**src/hw/wdt_consts.vh**
```
// Purpose: Shared constants for the eight-bit watchdog timer
// Assumes: APB byte addresses, 32-bit data, 20 MHz pclk
// Notes: Definitions only
`ifndef WDT_CONSTS_VH
`define WDT_CONSTS_VH

// ==========================================================
// Register byte addresses
`define WDT_ADDR_CTRL 8'h00
`define WDT_ADDR_COUNT 8'h04
`define WDT_ADDR_MODE 8'h08
`define WDT_ADDR_IRQ_STAT 8'h0c
`define WDT_ADDR_IRQ_MASK 8'h10

// ==========================================================
// Control/status field positions
`define WDT_B_CNT_INH 7
`define WDT_B_CNT_WE 6
`define WDT_B_CTL_INH 5
`define WDT_B_CTL_WE 4
`define WDT_B_RUN_INH 3
`define WDT_B_RUN 2
`define WDT_B_FLAG_INH 1
`define WDT_B_FLAG 0

// Mode register fields
`define WDT_M_CKSEL 0
`define WDT_M_LSB 1
`define WDT_M_MSB 3

// Power modes
`define WDT_PM_ACTIVE 3'h0
`define WDT_PM_SLEEP 3'h1
`define WDT_PM_SUBACT 3'h4

// ==========================================================
// Counts and reset values
`define WDT_SYS_DIV 8192
`define WDT_SUB_DIV 32
`define WDT_RST_CYC 512
`define WDT_COUNT_RST 8'h00
`define WDT_COUNT_TOP 8'hff
`define WDT_INH_MASK 8'haa

`endif

```
**src/hw/wdt_sync.v**
```verilog
// Purpose: Two-flop synchroniser for an asynchronous level
// Assumes: Destination clock pclk
// Notes: First flop is read only by the second
`default_nettype none

module wdt_sync (
    // Clock and reset
    input wire pclk,
    input wire presetn,
    // Data
    input wire async_in,
    output wire sync_out
);

reg meta_q;
reg sync_q;

always @(posedge pclk or negedge presetn) begin
    if (!presetn) begin
        meta_q <= 1'b0;
        sync_q <= 1'b0;
    end else begin
        meta_q <= async_in;
        sync_q <= meta_q;
    end
end

assign sync_out = sync_q;

endmodule // wdt_sync
`default_nettype wire

```
**src/hw/wdt_tick.v**
```verilog
// Purpose: Count-enable pulse from the selected prescaled source
// Assumes: Subclock already synchronised to pclk
// Notes: Pulse is one pclk wide; prescalers run while clken is high
`default_nettype none
`include "wdt_consts.vh"

module wdt_tick #(
    parameter SYS_DIV = `WDT_SYS_DIV,
    parameter SUB_DIV = `WDT_SUB_DIV
) (
    // Clock and reset
    input wire pclk,
    input wire presetn,
    input wire clken,
    // Sources
    input wire sub_clk_sync,
    input wire clk_sel,
    // Output
    output wire tick
);

reg [12:0] sys_cnt_q;
reg [4:0] sub_cnt_q;
reg sub_prev_q;
reg tick_q;
wire sub_rise;
wire sys_wrap;
wire sub_wrap;

assign sub_rise = sub_clk_sync & ~sub_prev_q;
assign sys_wrap = (sys_cnt_q == SYS_DIV - 1);
assign sub_wrap = sub_rise & (sub_cnt_q == SUB_DIV - 1);

always @(posedge pclk or negedge presetn) begin
    if (!presetn) begin
        sys_cnt_q <= 13'h0000;
        sub_cnt_q <= 5'h00;
        sub_prev_q <= 1'b0;
        tick_q <= 1'b0;
    end else if (clken) begin
        sub_prev_q <= sub_clk_sync;
        sys_cnt_q <= sys_wrap ? 13'h0000 : sys_cnt_q + 13'h0001;
        if (sub_rise)
            sub_cnt_q <= sub_wrap ? 5'h00 : sub_cnt_q + 5'h01;
        // Single-cycle enable in the pclk domain
        tick_q <= clk_sel ? sub_wrap : sys_wrap;
    end
end

assign tick = tick_q;

endmodule // wdt_tick
`default_nettype wire

```
**src/hw/wdt_top.v**
```verilog
// Purpose: Eight-bit watchdog timer with APB register access
// Assumes: pclk 20 MHz; sub_clk is an asynchronous slow clock pin
// Notes: Chip reset pulse is long enough to cover the oscillator count
`default_nettype none
`include "wdt_consts.vh"

module wdt_top #(
    parameter RST_CYC = `WDT_RST_CYC
) (
    // Clock and reset
    input wire pclk,
    input wire presetn,
    input wire clken,
    // APB
    input wire psel,
    input wire penable,
    input wire pwrite,
    input wire [7:0] paddr,
    input wire [31:0] pwdata,
    output wire [31:0] prdata,
    output wire pready,
    output wire pslverr,
    // Subclock pin
    input wire sub_clk,
    // Outputs
    output wire chip_reset,
    output wire irq
);

// ==========================================================
// Registers
reg [7:0] watchdog_count_q;
reg count_write_enable_q;
reg ctrl_write_enable_q;
reg watchdog_run_q;
reg watchdog_reset_flag_q;
reg watchdog_clock_select_q;
reg [2:0] power_mode_q;
reg [1:0] irq_stat_q;
reg [1:0] irq_mask_q;
reg [9:0] rst_cnt_q;
reg [31:0] prdata_q;

wire sub_clk_sync;
wire tick;
wire wr;
wire rd;
wire [7:0] wd;
wire cnt_mode_ok;
wire ctrl_mode_ok;
wire step;
wire overflow;
wire ctl_wr;
wire cnt_wr;
wire [9:0] rst_last;
wire [31:0] rst_last_full;

assign wr = psel & penable & pwrite;
assign rd = psel & ~penable & ~pwrite;
assign wd = pwdata[7:0];
// Pulse counter is ten bits wide; the length must fit in it
assign rst_last_full = RST_CYC - 1;
assign rst_last = rst_last_full[9:0];

// ==========================================================
// Subclock path
wdt_sync u_sync (
    .pclk(pclk),
    .presetn(presetn),
    .async_in(sub_clk),
    .sync_out(sub_clk_sync)
);

wdt_tick u_tick (
    .pclk(pclk),
    .presetn(presetn),
    .clken(clken),
    .sub_clk_sync(sub_clk_sync),
    .clk_sel(watchdog_clock_select_q),
    .tick(tick)
);

// ==========================================================
// Power-mode gating
// Active and sleep always run; sub-active only on the subclock source
assign cnt_mode_ok = (power_mode_q == `WDT_PM_ACTIVE) |
                     (power_mode_q == `WDT_PM_SLEEP) |
                     ((power_mode_q == `WDT_PM_SUBACT) &
                      watchdog_clock_select_q);
assign ctrl_mode_ok = cnt_mode_ok;
assign ctl_wr = wr & (paddr == `WDT_ADDR_CTRL) & ctrl_mode_ok;
assign cnt_wr = wr & (paddr == `WDT_ADDR_COUNT) & ctrl_mode_ok &
                count_write_enable_q;
assign step = tick & watchdog_run_q & cnt_mode_ok;
assign overflow = step & ~cnt_wr &
                  (watchdog_count_q == `WDT_COUNT_TOP);

// ==========================================================
// Counter
always @(posedge pclk or negedge presetn) begin
    if (!presetn) begin
        watchdog_count_q <= `WDT_COUNT_RST;
    end else if (clken) begin
        if (cnt_wr)
            watchdog_count_q <= wd;
        else if (step)
            watchdog_count_q <= watchdog_count_q + 8'h01;
    end
end

// ==========================================================
// Control/status register
always @(posedge pclk or negedge presetn) begin
    if (!presetn) begin
        count_write_enable_q <= 1'b0;
        ctrl_write_enable_q <= 1'b0;
        watchdog_run_q <= 1'b0;
        watchdog_reset_flag_q <= 1'b0;
    end else if (clken) begin
        if (ctl_wr && !wd[`WDT_B_CNT_INH])
            count_write_enable_q <= wd[`WDT_B_CNT_WE];
        if (ctl_wr && !wd[`WDT_B_CTL_INH])
            ctrl_write_enable_q <= wd[`WDT_B_CTL_WE];
        // Run and flag use the enable as it stood before this write
        if (ctl_wr && ctrl_write_enable_q && !wd[`WDT_B_RUN_INH])
            watchdog_run_q <= wd[`WDT_B_RUN];
        if (overflow)
            watchdog_reset_flag_q <= 1'b1;
        else if (ctl_wr && ctrl_write_enable_q &&
                 !wd[`WDT_B_FLAG_INH] && !wd[`WDT_B_FLAG])
            watchdog_reset_flag_q <= 1'b0;
    end
end

// ==========================================================
// Mode register: clock select and power mode
always @(posedge pclk or negedge presetn) begin
    if (!presetn) begin
        watchdog_clock_select_q <= 1'b0;
        power_mode_q <= `WDT_PM_ACTIVE;
    end else if (clken && wr && paddr == `WDT_ADDR_MODE) begin
        watchdog_clock_select_q <= pwdata[`WDT_M_CKSEL];
        power_mode_q <= pwdata[`WDT_M_MSB:`WDT_M_LSB];
    end
end

// ==========================================================
// Internal reset pulse
// Oscillator cycles are taken as pclk cycles
always @(posedge pclk or negedge presetn) begin
    if (!presetn) begin
        rst_cnt_q <= 10'h000;
    end else if (clken) begin
        if (overflow)
            rst_cnt_q <= rst_last + 10'h001;
        else if (rst_cnt_q != 10'h000)
            rst_cnt_q <= rst_cnt_q - 10'h001;
    end
end

assign chip_reset = (rst_cnt_q != 10'h000);

// ==========================================================
// Interrupts: bit0 overflow, bit1 reset pulse ended; write one clears
always @(posedge pclk or negedge presetn) begin
    if (!presetn) begin
        irq_stat_q <= 2'h0;
        irq_mask_q <= 2'h0;
    end else if (clken) begin
        // Set wins over a clear in the same cycle
        irq_stat_q[0] <= overflow |
            (irq_stat_q[0] &
             ~(wr && paddr == `WDT_ADDR_IRQ_STAT && pwdata[0]));
        irq_stat_q[1] <= (rst_cnt_q == 10'h001) |
            (irq_stat_q[1] &
             ~(wr && paddr == `WDT_ADDR_IRQ_STAT && pwdata[1]));
        if (wr && paddr == `WDT_ADDR_IRQ_MASK)
            irq_mask_q <= pwdata[1:0];
    end
end

assign irq = |(irq_stat_q & irq_mask_q);

// ==========================================================
// Read path
always @(posedge pclk or negedge presetn) begin
    if (!presetn) begin
        prdata_q <= 32'h00000000;
    end else if (clken && rd) begin
        case (paddr)
            `WDT_ADDR_CTRL:
                prdata_q <= {24'h000000, (`WDT_INH_MASK |
                    {1'b0, count_write_enable_q, 1'b0,
                     ctrl_write_enable_q, 1'b0, watchdog_run_q,
                     1'b0, watchdog_reset_flag_q})};
            `WDT_ADDR_COUNT:
                prdata_q <= {24'h000000, watchdog_count_q};
            `WDT_ADDR_MODE:
                prdata_q <= {28'h0000000, power_mode_q,
                             watchdog_clock_select_q};
            `WDT_ADDR_IRQ_STAT:
                prdata_q <= {30'h00000000, irq_stat_q};
            `WDT_ADDR_IRQ_MASK:
                prdata_q <= {30'h00000000, irq_mask_q};
            default:
                prdata_q <= 32'h00000000;
        endcase
    end
end

assign prdata = prdata_q;
assign pready = 1'b1;
assign pslverr = 1'b0;

endmodule // wdt_top
`default_nettype wire

```
**config.mk**
```make
export PLATFORM = sky130hd
export DESIGN_NAME = wdt_top
export DESIGN_NICKNAME = d
export VERILOG_FILES = /design/src/hw/wdt_sync.v /design/src/hw/wdt_tick.v /design/src/hw/wdt_top.v
export VERILOG_INCLUDE_DIRS = /design/src /design/src/hw
export SDC_FILE = /design/constraint.sdc
export NUM_CORES = 1
export LEC_CHECK = 0
export BUFFER_PORTS_ARGS = -buffer_cell sky130_fd_sc_hd__buf_4
export CAP_MARGIN = 20
export CORE_MARGIN = 2
export CORE_UTILIZATION = 40
export DETAILED_ROUTE_END_ITERATION = 8
export GPL_ROUTABILITY_DRIVEN = 0
export PLACE_DENSITY = 0.7
export SLEW_MARGIN = 20
export SYNTH_ARGS = -nofsm -noshare
export SYNTH_HDL_FRONTEND = slang
export SYNTH_SLANG_ARGS = --single-unit
```
**constraint.sdc**
```tcl
create_clock -name pclk -period 1.7 [get_ports pclk]
set_input_delay 0.34 -clock pclk [delete_from_list [all_inputs] [get_ports pclk]]
set_output_delay 0.34 -clock pclk [all_outputs]
set_load 0.05 [all_outputs]
```
# ---- After elaboration in Yosys (flattened, before gate mapping)
# Index checks and enable logic that the tools add are counted.
dict set report word_totals {
  register_bits 84
  input_bits 47
  output_inout_bits 36
  word_cells 103
}
dict set report classes {
  add_sub_neg 4
  eq_ne 10
  muxes 10
  n_bitwise 29
  n_reduce_logical 33
}
# cell n
set op_table {}
lappend op_table {{one-hot mux 8 bit (5 select lines)} 1}
lappend op_table {{two-way mux 10 bit} 2}
lappend op_table {{AND 1 bit} 18}
lappend op_table {{== test 8 x 4 -> 1 bit (second input constant)} 2}
lappend op_table {{two-way mux 8 bit} 2}
lappend op_table {{AND reduction 2 bit} 8}
lappend op_table {{adder 13 x 1 -> 13 bit (second input constant)} 1}
lappend op_table {{== test 13 bit (second input constant)} 1}
lappend op_table {{logical AND 1 bit} 13}
lappend op_table {{two-way mux 13 bit} 1}
lappend op_table {{== test 10 x 1 -> 1 bit (second input constant)} 1}
lappend op_table {{nonzero test 10 bit} 1}
lappend op_table {{subtractor 10 x 1 -> 10 bit (second input constant)} 1}
lappend op_table {{adder 8 x 1 -> 8 bit (second input constant)} 1}
lappend op_table {{== test 8 x 3 -> 1 bit (second input constant)} 1}
lappend op_table {{== test 8 x 5 -> 1 bit (second input constant)} 1}
lappend op_table {{== test 8 bit (second input constant)} 1}
lappend op_table {{logical NOT 8 bit} 1}
lappend op_table {{NOT 1 bit} 6}
lappend op_table {{nonzero test 2 bit} 3}
lappend op_table {{adder 5 x 1 -> 5 bit (second input constant)} 1}
lappend op_table {{== test 5 bit (second input constant)} 1}
lappend op_table {{logical NOT 1 bit} 5}
lappend op_table {{two-way mux 5 bit} 1}
lappend op_table {{7 further kinds} 12}

# ---- Longest topological paths before layout
dict set report depth {
  depth_word 10
  depth_mapped 6
  depth_no_buf 6
}

# ---- By module
# Synthesis repeated with hierarchy kept, for this count alone.
dict set report hier_totals {
  cells_unflattened 375
  hier_area_um2 3579.7
}
# module n_inst cells_each area_per_inst_um2 seq_area_each_um2
set modules_own_cells {}
lappend modules_own_cells {wdt_top 1 272 2491.1 950.9}
lappend modules_own_cells {wdt_tick 1 101 1038.5 500.5}
lappend modules_own_cells {wdt_sync 1 2 50.0 50.0}

# ---- Least setup slack after synthesis
# OpenSTA, ideal clock, no wires.
dict set report synth_timing {
  path_kind {flip-flop to flip-flop}
  from {reg rst_cnt_q[0]}
  to {reg rst_cnt_q[9]}
  setup_time_ns 0.118
  t_arrival_ns 2.058
  required_ns 1.582
  slack_ns -0.477
  stages_incl_launch_ff 7
  n_path_buf 0
  period_less_slack_ns 2.177
  path_cell_list {dfrtp_1 inv_1 ha_1 nor4b_1 nand3_1 a31o_2 a21o_1}
}
dict set report synth_between {
  elab_chain_len 3
  elab_cells_between_ends 6
  cone_classes {add/sub (1); mux (2); reduce/logical (3)}
}
# element line
set synth_rtl {}
lappend synth_rtl {{start, declared} wdt_top.v:41} ;# reg [9:0] rst_cnt_q;
lappend synth_rtl {{start signal, assigned} wdt_top.v:155} ;# rst_cnt_q <= rst_last + 10'h001;
lappend synth_rtl {{start signal, assigned} wdt_top.v:157} ;# rst_cnt_q <= rst_cnt_q - 10'h001;
lappend synth_rtl {{nonzero test 10 bit} -}
lappend synth_rtl {{via chip_reset} wdt_top.v:26} ;# output wire chip_reset,
lappend synth_rtl {{nonzero test 2 bit (no line)} -}
lappend synth_rtl {{AND reduction 2 bit (no line)} -}
# The timed path passes the listed nets, and every way through them passes these cells. The select of a mux whose other input is x is not followed.
# A chain may end at the register's enable or synchronous reset.

# ---- Worst setup path in the final report
dict set report layout_timing {
  from {reg rst_cnt_q[0]}
  to {out chip_reset}
}
dict set report layout_between {
  elab_chain_len 1
}
# element line
set layout_rtl {}
lappend layout_rtl {{nonzero test 10 bit} wdt_top.v:161} ;# assign chip_reset = (rst_cnt_q != 10'h000);
lappend layout_rtl {{end, declared} wdt_top.v:26}
# No other way between the ends.

==> key figures <==
Drt
  – Drt pass-1 iters: 4
  – Routed wire per std cell: 14.57 um
  – Final wirelength: 8158 um
  – Routed vias/inst: 5.477
  – Post-route ant nets: 0
  – DRT iter0 DRCs: 181
  – Residual DRC: 0
  – Total number of vias: 3067

Clock network
  – Root Driver: clkbuf_8
  – CTS max path bufs: 2
  – Clk Latency, worst-skew pair: 340 ps
  – Clock sinks: 60
  – CTS tree: done
  – Clock slew seen by the registers of the worst setup and hold paths: 60 ps
  – TritonCTS buffer count: 9
  – H-tree depth: 3

Logic synthesis
  – Yosys cell types: 59
  – Syn_area_per_cell: 9.829 um^2
  – Post-synthesis sequential area ratio: 43.15%
  – Synthesized area: 0.003480 mm^2
  – Top-area cell type share of the netlist area: 43.15%
  – Async SR Flop Fraction: 100.0%
  – Main synth FF type: dfrtp_1
  – Post-synth top area cell: dfrtp_1
  – EDFF count, synth: 0
  – Synth Instances: 354
  – Ys Warns: 0
  – Most area-consuming cells after synthesis: dfrtp_1, buf_4, mux2_1
  – Synth Register Bits: 60

GRT
  – Largest net degree at the start of global routing: 36
  – First-pass GRT wire length: 14110 um
  – Aggregate global-route resource usage: 18.13%
  – GRT overflow: 0
  – Vias in the first global route: 2977
  – Initial antenna violation count: 0

Final layout
  – Layout Utilization: 52.48%
  – Finished Layout Cells: 560
  – Layout cells sized above 1: 29.42%
  – N_diodes: 0
  – Fillers: 777
  – Area delta synth->final: 29.59%
  – Nets: 501

STA
  – Crit path time final: 1886 ps
  – Final Skew: 10.06 ps
  – Hold Fails Final Rpt: 0
  – Max Clk Rate: 530.1 MHz
  – Max-slew violations: 0
  – RSZ-0062 raised after global routing: yes
  – Setup Viol. Count Final: 4
  – PnR worst setup slack: -186.4 ps
  – Final worst path period share: 111.0%
  – Hold_ws: 109.1 ps

Setup path
  – Reg2reg start: rst_cnt_q[0]
  – Worst r2r path cells: 7
  – Flop-to-flop setup slack: -150 ps
  – Critical Path End Type: output pin
  – Data required, critical path: 1360 ps
  – R2r endpoint: rst_cnt_q[4]
  – Startpoint Class: register
  – Crit path kind: reg -> out
  – CP max FO: 2
  – Data arrival, critical path: 1550 ps

Worst hold path
  – Hold Crit Start: sub_clk
  – Hold WC Path Type: in -> reg
  – Hold path depth: 1
  – Worst Hold Path EP: u_sync.meta_q

Floorplan
  – Die W: 97.27 um
  – DIE HEIGHT: 97.27 um
  – Initial core utilization: 40.49%
  – Core ar.: 0.008593 mm^2
  – Num ports: 83
  – Row count: 34
  – Die area: 0.009461 mm^2

Place
  – IO Port Bufs: 32
  – Placement Setup Slack: -244.1 ps
  – HPWL after DPL: 6099 um
  – DP Cell Count: 536

Pwr
  – P_sw: 0.001429 W
  – LEAKAGE: 2.155 nW
  – Pwr Density: 992.9 mW/mm^2
  – Sw frac: 31.91%
  – Flop pwr share: 42.7%
  – Int Power: 0.003049 W
  – VDD IR-drop max: 0.4395 mV
  – Clk pwr share: 31.4%
  – Part of the power in combinational logic: 25.8%

Status
  – Failing checks: negative setup slack
  – Outcome: finished with violations

Flow run
  – MaxCap Viol Count: 0
logic make-up after synthesis:
kind of cell             Yosys count  share of synthesized area [%]
buffers and inverters             48                          8.342
XOR/XNOR                          12                          3.020
other                              2                         0.2158
AO/OA/AOI/OAI                     71                          14.13
flip-flops                        60                          43.15
adder cells (fa/ha/maj)            7                          2.517
multiplexers                      22                          6.904
AND/OR/NAND/NOR                  132                          21.72
cell usage in the layout, fill, tap and decap left out, types with 7 or more instances in the layout:
| cell type | n |
|---|---|
| nand2_1 | 25 |
| mux2_2 | 7 |
| xnor2_1 | 7 |
| dfrtp_1 | 60 |
| mux2_1 | 8 |
| nand3_1 | 17 |
| inv_1 | 9 |
| buf_4 | 89 |
| clkbuf_8 | 10 |
| o21ai_0 | 16 |
| nand4_1 | 12 |
| and3_1 | 12 |
| conb_1 | 26 |
| nor2_1 | 20 |
worst max-delay path: stages (launching register included):
cell and delay [ps]:
dfrtp_1 390, inv_2 80, ha_4 130, nor4b_4 210
buf_4 170, nand3_4 70, buf_8 150
stage by stage:
step	power, W	TNS, ps	instance area (um^2)
2_1_floorplan	0.002638	-210.7	3612
3_3_place_gp	0.002935	-3069	4167
3_5_place_dp	0.002990	-3656	4167
4_1_cts	0.004497	-439.8	4472
5_1_grt	0.004739	-852.7	4509
6_report	0.004477	-501.6	4509
synthesized netlist by cell type (7+ instances only):
cell and count:
nor2_1 21, inv_1 11, nand2_1 25, nand3_1 18
buf_4 26, o21ai_0 16, nand4_1 12, mux2_1 9
xnor2_1 7, and3_1 12, mux2_2 7, dfrtp_1 60
ha_1 7
registers in the layout, indices dropped and copies added (netlist names):
register	flops
watchdog_clock_select_q	1
u_tick.tick	1
ctrl_write_enable_q	1
power_mode_q	3
irq_stat_q	2
irq_mask_q	2
count_write_enable_q	1
prdata	8
u_sync.meta_q	1
watchdog_reset_flag_q	1
u_tick.sys_cnt_q	13
u_tick.sub_prev_q	1
u_sync.sync_out	1
rst_cnt_q	10
watchdog_count_q	8
watchdog_run_q	1
u_tick.sub_cnt_q	5
power by group through the flow:
| stage | Sequential (W) | Clock, W | Combinational [W] |
|---|---|---|---|
| after CTS | 0.00191 | 0.00144 | 0.00115 |
| after floorplan | 0.00187 | 0 | 0.000771 |
| final | 0.00191 | 0.00141 | 0.00116 |
| after detailed placement | 0.00192 | 0 | 0.00107 |
| after global placement | 0.00190 | 0 | 0.00103 |
| after global routing | 0.00195 | 0.00151 | 0.00128 |
cell type report:
class,instances,area [um^2],share of cell area (%)
multi-input cells,270,1866,41.37
flip-flops and latches,60,1501,33.30
repair buffers,94,744.5,16.51
clock buffers,12,145.1,3.219
well taps,108,135.1,2.997
clock inverters,4,72.57,1.609
inverters,12,45.04,0.9989
worst max-delay path by stage:
stage | startpoint | end | slack [ps]
after CTS | rst_cnt_q[1] | chip_reset | -210
final | rst_cnt_q[0] | chip_reset | -190
after global placement | paddr[1] | power_mode_q[2] | -220
after global routing | rst_cnt_q[0] | chip_reset | -250
after floorplan | paddr[1] | power_mode_q[0] | -60
after detailed placement | paddr[1] | watchdog_clock_select_q | -240
routing by layer:
| layer | wire length, um | track usage (%) | part of all wire [%] |
|---|---|---|---|
| met1 | 3611 | 24.47 | 44 |
| met2 | 3948 | 27.94 | 48 |
| met3 | 389 | 3.022 | 4.8 |
| met4 | 208 | 9.829 | 2.5 |
| met5 | 0 | 0 | 0 |
what timing repair did:
| action | 4_1_cts | 5_1_grt |
|---|---|---|
| setup endpoints to repair | 7 | 13 |
| buffers inserted | 7 | 4 |
| endpoints found under the hold margin | 25 | 0 |
| resized for setup | 9 | 5 |
| hold buffers | 1 | 0 |
| pin swaps | 4 | 4 |
Note: power is estimated with default switching activity, not from simulation.
